--- src/common/cikbd_pkg.sv ---
// constants and carrier types for the config index / keyboard emulation block
// assumes a host I/O bus of 8-bit data and 8-bit port address on one clock
package cikbd_pkg;
  // i/o port addresses
  localparam logic [7:0] PORT_INDEX   = 8'h22;
  localparam logic [7:0] PORT_DATA    = 8'h24;
  localparam logic [7:0] PORT_KBD_DAT = 8'h60;
  localparam logic [7:0] PORT_PORTB   = 8'h61;
  localparam logic [7:0] PORT_KBD_CMD = 8'h64;
  localparam logic [7:0] PORT_PORTA   = 8'h92;
  // configuration register window
  localparam logic [7:0] CFG_FIRST    = 8'h20;
  localparam int         CFG_COUNT    = 13;
  localparam logic [7:0] CFG_LAST     = 8'h2c;
  localparam logic [7:0] CFG_REV_IDX  = 8'h20;
  localparam logic [7:0] REV_MASK     = 8'hc0;
  localparam logic [1:0] REV_LEVEL    = 2'h0; // arbitrary value
  // index 21h bit 6 resets to one, all else zero
  localparam logic [7:0] CFG21_RESET  = 8'h40;
  localparam logic [7:0] CFG_IDX21    = 8'h21;
  // keyboard controller commands and data
  localparam logic [7:0] CMD_WR_OUT   = 8'hd1;
  localparam logic [7:0] CMD_RD_STAT  = 8'hd0;
  localparam logic [7:0] CMD_RESET    = 8'hfe;
  localparam logic [7:0] DAT_A20_ON   = 8'h02;
  localparam int         BIT_A20      = 1;
  localparam int         BIT_RST      = 0;
  // port b writable bits 3:0, port a bits 1:0
  localparam logic [7:0] PORTB_WMASK  = 8'h0f;
  localparam logic [7:0] PORTA_WMASK  = 8'h03;
  // warm reset pulse width in cycles
  localparam logic [3:0] RST_PULSE    = 4'h8;

  // one host i/o request
  typedef struct packed {
    logic       wr;
    logic       rd;
    logic [7:0] addr;
    logic [7:0] wdata;
  } cikbd_io_t;
endpackage

--- src/rtl/cikbd_top.sv ---
// host i/o port handling: indexed config registers and keyboard emulation
// assumes one-cycle rd/wr strobes from the host cycle logic on clk
`timescale 1ns/100ps
`default_nettype none
module cikbd_top
  import cikbd_pkg::*;
(
  // clock and reset
  input  wire logic       clk,
  input  wire logic       rst_n,
  // host i/o request
  input  wire cikbd_io_t  io_req,
  // host i/o answer
  output logic [7:0]      io_rdata,
  output logic            io_claim,
  // keyboard emulation outputs
  output logic            addr_line20_gate,
  output logic            cpu_warm_reset_out,
  // port b status inputs, same clock
  input  wire logic [3:0] portb_status
);
  // config array, registers 20h..2ch
  logic [7:0] cfg_q [CFG_COUNT];
  logic [7:0] cfg_d [CFG_COUNT];
  logic [7:0] idx_q, idx_d;         // selected index
  logic       idx_vld_q, idx_vld_d; // index still usable
  logic       arm_q, arm_d;         // a20 sequence armed
  logic       stat_q, stat_d;       // port 60h shows status
  logic       a20_q, a20_d;         // gate state
  logic [3:0] rcnt_q, rcnt_d;       // warm reset counter
  logic [7:0] portb_q, portb_d;     // port b writable bits
  logic [7:0] porta_q, porta_d;     // port a bits
  logic [7:0] rdata_d;

  function automatic logic in_cfg(input logic [7:0] i);
    return (i >= CFG_FIRST) && (i <= CFG_LAST);
  endfunction

  // decoded port hits
  logic hit_idx, hit_dat, hit_k60, hit_k64, hit_pb, hit_pa, sel_ok;
  logic [3:0] slot;
  always_comb begin
    hit_idx = io_req.addr == PORT_INDEX;
    hit_dat = io_req.addr == PORT_DATA;
    hit_k60 = io_req.addr == PORT_KBD_DAT;
    hit_k64 = io_req.addr == PORT_KBD_CMD;
    hit_pb  = io_req.addr == PORT_PORTB;
    hit_pa  = io_req.addr == PORT_PORTA;
    sel_ok  = idx_vld_q && in_cfg(idx_q);
    slot    = 4'(idx_q - CFG_FIRST);
  end

  // next state of all registers
  always_comb begin
    for (int i = 0; i < CFG_COUNT; i++) begin
      cfg_d[i] = cfg_q[i];
    end
    idx_d     = idx_q;
    idx_vld_d = idx_vld_q;
    arm_d     = arm_q;
    stat_d    = stat_q;
    a20_d     = a20_q;
    portb_d   = portb_q;
    porta_d   = porta_q;
    rcnt_d    = (rcnt_q != 4'h0) ? rcnt_q - 4'h1 : 4'h0;
    rdata_d   = io_rdata;
    if (io_req.wr && hit_idx) begin
      idx_d     = io_req.wdata;
      idx_vld_d = 1'b1;
    end
    if ((io_req.wr || io_req.rd) && hit_dat) begin
      if (io_req.wr && sel_ok) begin
        if (idx_q == CFG_REV_IDX) begin
          cfg_d[slot] = io_req.wdata & ~REV_MASK;
        end else begin
          cfg_d[slot] = io_req.wdata;
        end
      end
      idx_vld_d = 1'b0;
    end
    if (io_req.wr && hit_k64) begin
      // any command other than d1h disarms
      arm_d  = io_req.wdata == CMD_WR_OUT;
      stat_d = io_req.wdata == CMD_RD_STAT;
      if (io_req.wdata == CMD_RESET) begin
        rcnt_d = RST_PULSE;
      end
    end
    if (io_req.wr && hit_k60) begin
      if (arm_q) begin
        a20_d = (io_req.wdata & DAT_A20_ON) != 8'h00;
      end
      arm_d = 1'b0;
    end
    // port b and port a writes
    if (io_req.wr && hit_pb) begin
      portb_d = io_req.wdata & PORTB_WMASK;
    end
    if (io_req.wr && hit_pa) begin
      porta_d = io_req.wdata & PORTA_WMASK;
    end
    // read data mux, registered
    if (io_req.rd) begin
      rdata_d = 8'h00;
      if (hit_dat && sel_ok) begin
        rdata_d = cfg_q[slot];
        if (idx_q == CFG_REV_IDX) begin
          rdata_d = {REV_LEVEL, cfg_q[slot][5:0]};
        end
      end else if (hit_idx) begin
        rdata_d = idx_q;
      end else if (hit_k60 && stat_q) begin
        rdata_d[BIT_A20] = a20_q;
        rdata_d[BIT_RST] = rcnt_q != 4'h0;
      end else if (hit_pb) begin
        rdata_d = {4'h0, portb_status} << 4 | portb_q;
      end else if (hit_pa) begin
        rdata_d = porta_q;
      end
    end
  end

  // register all state
  always_ff @(posedge clk) begin
    if (!rst_n) begin
      for (int i = 0; i < CFG_COUNT; i++) begin
        cfg_q[i] <= 8'h00;
      end
      cfg_q[4'(CFG_IDX21 - CFG_FIRST)] <= CFG21_RESET;
      idx_q     <= 8'h00;
      idx_vld_q <= 1'b0;
      arm_q     <= 1'b0;
      stat_q    <= 1'b0;
      a20_q     <= 1'b0;
      rcnt_q    <= 4'h0;
      portb_q   <= 8'h00;
      porta_q   <= 8'h00;
      io_rdata  <= 8'h00;
    end else begin
      for (int i = 0; i < CFG_COUNT; i++) begin
        cfg_q[i] <= cfg_d[i];
      end
      idx_q     <= idx_d;
      idx_vld_q <= idx_vld_d;
      arm_q     <= arm_d;
      stat_q    <= stat_d;
      a20_q     <= a20_d;
      rcnt_q    <= rcnt_d;
      portb_q   <= portb_d;
      porta_q   <= porta_d;
      io_rdata  <= rdata_d;
    end
  end

  // outputs; port a bit 1 also gates a20 as on later systems
  assign addr_line20_gate   = a20_q | porta_q[BIT_A20];
  assign cpu_warm_reset_out = rcnt_q != 4'h0;
  assign io_claim = (io_req.rd | io_req.wr) &
                    (hit_idx | hit_dat | hit_k60 | hit_k64 | hit_pb | hit_pa);

  chk_index_cleared: assert property (
    @(posedge clk) disable iff (!rst_n)
    (io_req.rd | io_req.wr) && hit_dat && !(io_req.wr && hit_idx)
    |=> !idx_vld_q) else $error("index still valid after data access");
  chk_reset_pulse: assert property (
    @(posedge clk) disable iff (!rst_n)
    io_req.wr && hit_k64 && io_req.wdata == CMD_RESET
    |=> cpu_warm_reset_out [*8] ##1 !cpu_warm_reset_out
      || (io_req.wr && hit_k64))
    else $error("warm reset pulse wrong length");
  chk_a20_set: assert property (
    @(posedge clk) disable iff (!rst_n)
    arm_q && io_req.wr && hit_k60 && io_req.wdata == DAT_A20_ON
    |=> addr_line20_gate) else $error("a20 gate not set");
  chk_a20_unarmed: assert property (
    @(posedge clk) disable iff (!rst_n)
    !arm_q && io_req.wr && hit_k60 |=> a20_q == $past(a20_q))
    else $error("a20 changed while unarmed");
  chk_rev_read: assert property (
    @(posedge clk) disable iff (!rst_n)
    io_req.rd && hit_dat && idx_vld_q && idx_q == CFG_REV_IDX
    |=> io_rdata[7:6] == REV_LEVEL) else $error("revision bits wrong");
  chk_index_load: assert property (
    @(posedge clk) disable iff (!rst_n)
    io_req.wr && hit_idx |=> idx_vld_q && idx_q == $past(io_req.wdata))
    else $error("index not loaded");
  chk_data_path: assert property (
    @(posedge clk) disable iff (!rst_n)
    io_req.wr && hit_dat && sel_ok && idx_q != CFG_REV_IDX
    |=> cfg_q[$past(slot)] == $past(io_req.wdata))
    else $error("config write lost");
  chk_stat_read: assert property (
    @(posedge clk) disable iff (!rst_n)
    io_req.rd && hit_k60 && stat_q
    |=> io_rdata[BIT_A20] == $past(a20_q)
      && io_rdata[BIT_RST] == $past(cpu_warm_reset_out))
    else $error("status bit wrong");
  cov_a20: cover property (@(posedge clk) disable iff (!rst_n)
    arm_q && io_req.wr && hit_k60 && io_req.wdata == DAT_A20_ON);
  cov_reset: cover property (@(posedge clk) disable iff (!rst_n)
    $rose(cpu_warm_reset_out));
  // status read while a warm reset pulse is still running
  cov_stat_read: cover property (@(posedge clk) disable iff (!rst_n)
    io_req.rd && hit_k60 && stat_q && cpu_warm_reset_out);
  cov_cfg_rw: cover property (@(posedge clk) disable iff (!rst_n)
    io_req.rd && hit_dat && sel_ok);
endmodule
`default_nettype wire

--- config.mk ---
export PLATFORM = sky130hd
export DESIGN_NAME = cikbd_top
export DESIGN_NICKNAME = d
export VERILOG_FILES = /design/src/common/cikbd_pkg.sv /design/src/rtl/cikbd_top.sv
export SDC_FILE = /design/constraint.sdc
export NUM_CORES = 1
export LEC_CHECK = 0
export BUFFER_PORTS_ARGS = -buffer_cell sky130_fd_sc_hd__buf_2
export CAP_MARGIN = 20
export CELL_PAD_IN_SITES_DETAIL_PLACEMENT = 2
export CELL_PAD_IN_SITES_GLOBAL_PLACEMENT = 2
export CORE_ASPECT_RATIO = 1.75
export CORE_MARGIN = 5
export CORE_UTILIZATION = 36
export DETAILED_ROUTE_END_ITERATION = 8
export PLACE_DENSITY_LB_ADDON = 0.1
export SLEW_MARGIN = 30
export SYNTH_ARGS = -nofsm -noshare
export SYNTH_HDL_FRONTEND = slang
export SYNTH_SLANG_ARGS = --single-unit
--- constraint.sdc ---
create_clock -name clk -period 2 [get_ports clk]
set_input_delay 0 -clock clk [delete_from_list [all_inputs] [get_ports clk]]
set_output_delay 0 -clock clk [all_outputs]
set_load 0.02 [all_outputs]
==> impl_metrics.sql <==
INSERT INTO impl_metrics (metric_group, metric, value, unit) VALUES
('setup_path', 'worst_path_max_delay_cell', 'dfxtp_2', ''),
('drt', 'drtPass1Iterations', '4', ''),
('yosys', 'synth.mux.area_fraction', '26.95', '%'),
('floorplanning', 'io-pin-count', '35', ''),
('drt', 'route.met3.wl', '414', 'um'),
('clock_tree', 'clk_pin_slew', '0.06', 'ns'),
('drt', 'detail-route-antenna-nets', '0', ''),
('setup_path', 'cp_num_buf_inv', '4', ''),
('yosys', 'syn-instance-count', '608', ''),
('setup_path', 'timing.critical_path.from', 'idx_q[6]', ''),
('yosys', 'compound_gate_fraction_of_synth_area', '5.161', '%'),
('timing', 'setup-violations-final', '12', ''),
('timing', 'worst_slack', '-0.07825', 'ns'),
('status', 'violated_checks', 'negative setup slack', ''),
('setup_path', 'timing.critical_path.cells', 'nor4b_4, o211ai_1, buf_4, buf_6, buf_8, nor4_4, buf_12, mux2i_4, nor2b_1', ''),
('yosys', 'postSynthAreaPerCell', '10.57', 'um^2'),
('global_route', 'globalRouteTotalUtil', '20.85', '%'),
('clock_tree', 'cts-htree-levels', '4', ''),
('final_layout', 'final_cells', '933', ''),
('status', 'outcome', 'finished, violations left', ''),
('floorplanning', 'fp.dieArea', '20720', 'um^2'),
('final_layout', 'post_route_cells_drive_above_1_share', '26.21', '%'),
('yosys', 'yosysSeqAreaShare', '43.00', '%'),
('timing', 'rsz0062_at_grt', 'yes', ''),
('timing', 'hold_ws', '0.04074', 'ns'),
('yosys', 'combinational_family_with_the_most_area_after_synthesis', 'multiplexers', ''),
('final_layout', 'finish.net_count', '714', ''),
('min_path', 'timing.hold.worst.start', 'io_req[4]', ''),
('yosys', 'yosys_reg_bits', '138', ''),
('placement', 'gp_congestion', '0.8343', ''),
('timing', 'slew_violations', '0', ''),
('setup_path', 'critical_path.startpoint_type', 'register', ''),
('timing', 'achievable-frequency', '481.2', 'MHz'),
('yosys', 'yosys_most_used_dff', 'dfxtp_1', ''),
('setup_path', 'arrival', '2.39', 'ns'),
('clock_tree', 'tritoncts.num_buffers', '17', ''),
('yosys', 'yosys_warnings', '0', ''),
('yosys', 'synth_xor_area_share', '0', '%'),
('drt', 'route.layer.met1.wl', '7775', 'um'),
('setup_path', 'timing.rr.start', 'idx_q[6]', ''),
('yosys', 'cell_area_after_synthesis', '6425', 'um^2'),
('final_layout', 'fillerInstances', '1805', ''),
('timing', 'max-slew-margin-rel', '58.92', '%'),
('floorplanning', 'floorplan.rows', '64', ''),
('floorplanning', 'fp.dieW', '111.0', 'um'),
('global_route', 'grt_first_pass_wirelength', '33530', 'um'),
('setup_path', 'worst_path_largest_cell_delay', '0.33', 'ns'),
('timing', 'totalNegativeSetupSlack', '-0.2847', 'ns'),
('setup_path', 'cp.required', '2.31', 'ns'),
('setup_path', 'path_delay_family', 'simple AND/OR/NAND/NOR gates', ''),
('power', 'power_density', '736.8', 'nW/um^2'),
('clock_tree', 'cts-root-to-sink-buffers', '2', ''),
('yosys', 'synth_top_cell_by_area', 'dfxtp_1', ''),
('setup_path', 'worst_r2r_path_depth', '9', ''),
('job', 'timing.max_cap.violations', '0', ''),
('timing', 'post-route-period-util', '103.9', '%'),
('timing', 'finClkSkew', '0.007093', 'ns'),
('global_route', 'vias_in_the_first_global_route', '5754', ''),
('final_layout', 'post-route-util', '46.93', '%'),
('final_layout', 'area_added_between_synthesis_and_finish', '28.10', '%'),
('power', 'vdd_ir_drop_max', '0.0004230', 'V'),
('floorplanning', 'initial_core_util', '36.64', '%'),
('yosys', 'synth_adder_area_share', '0', '%'),
('setup_path', 'path_max_fanout', '8', ''),
('final_layout', 'multiInputGateArea', '3601', 'um^2'),
('floorplanning', 'floorplan.die.height', '186.7', 'um'),
('drt', 'route.top_layer_used', 'met4', ''),
('clock_tree', 'tritoncts', 'done', ''),
('drt', 'route.met2.wl', '12270', 'um'),
('clock_tree', 'worstSkewPairLatency', '0.42', 'ns'),
('drt', 'viasPerCell', '5.309', '');
cell usage in the layout (no fill, tap or decap), types with 9 or more instances in the layout:
cell type / count
a21oi_1: 11
a22oi_1: 13
buf_12: 19
buf_2: 33
buf_4: 39
clkbuf_16: 18
dfxtp_1: 134
dlygate4sd3_1: 9
mux2i_1: 106
mux2i_2: 9
mux4_2: 24
nand2_1: 71
nor2_1: 13
nor2b_1: 87
nor4_4: 10
o21ai_0: 10
layer usage:
metal / global-route usage (%) / vias to the layer above
met5: 0 / -
met4: 8.250 / 0
met3: 2.885 / 33
met2: 41.58 / 74
met1: 21.27 / 2527
li1: - / 2319
synthesized netlist by cell type, types with 4 or more instances:
master and n:
mux4_2 24, nor4_4 9, nand4_1 4, nor3_1 4, o21ai_0 10, nor2_1 13
nand3_1 6, and3_1 4, or4_1 4, a21oi_1 11, nor2b_1 87, buf_1 4
dfxtp_1 138, nand2_1 73, clkbuf_1 34, a221oi_1 7, mux2i_1 119, a22oi_1 13
inv_1 6, a21boi_0 4
final cells by class:
class / count / area share, %
Inverter: 6 / 0.2736
Clock inverter: 6 / 0.7753
Clock buffer: 25 / 6.020
Sequential cell: 138 / 33.63
Multi-Input combinational cell: 423 / 43.75
Timing Repair Buffer: 104 / 12.04
Tap cell: 231 / 3.512
logic make-up (layout without fill, tap and decap cells):
group,Yosys count,in the layout
buffers and inverters,47,141
DFF,138,138
and+or+nand+nor,230,230
muxes,143,143
AOI/OAI and AO/OA,50,50
metrics by stage:
step                worst slack, ns  cell area, um^2
CTS                        -0.08596             8079
global placement            -0.1455             7378
global route                -0.1321             8230
detailed placement          -0.2138             7378
finish                     -0.07825             8230
floorplan                  -0.03613             6436
worst min-delay path by stage:
stage	cells past startpoint	endpoint	slack, ns
2_1_floorplan	2	idx_q[6]	0.17
4_1_cts	3	register	0.01
6_report	3	register	0.04
5_1_grt	3	register	0.06
3_3_place_gp	3	io_rdata[6]	0.30
3_5_place_dp	3	io_rdata[6]	0.31
worst reg2reg max path, stage by stage (launching register included):
cell and delay (ns):
dfxtp_2 0.33, nor4b_4 0.30, o211ai_1 0.13, buf_4 0.17
buf_6 0.11, buf_8 0.13, nor4_4 0.29, buf_12 0.19
mux2i_4 0.24, nor2b_1 0.07
timing repair:
item                                   4_1_cts  5_1_grt
pin swaps                                    2       12
gates cloned                                 0        1
setup endpoints to repair                  102      102
gates resized for setup                      8       24
endpoints found under the hold margin        8        0
hold buffers                                 9        0
setup buffers                                1        4
report_power, final:
group	total [mW]	leakage (nW)	internal (mW)	switching, mW
sequential	2.76	1.11	2.76	0.00405
clock	3.02	0.269	1.83	1.19
combinational	0.278	1.78	0.106	0.173
Power figures use the tool's default switching activity.
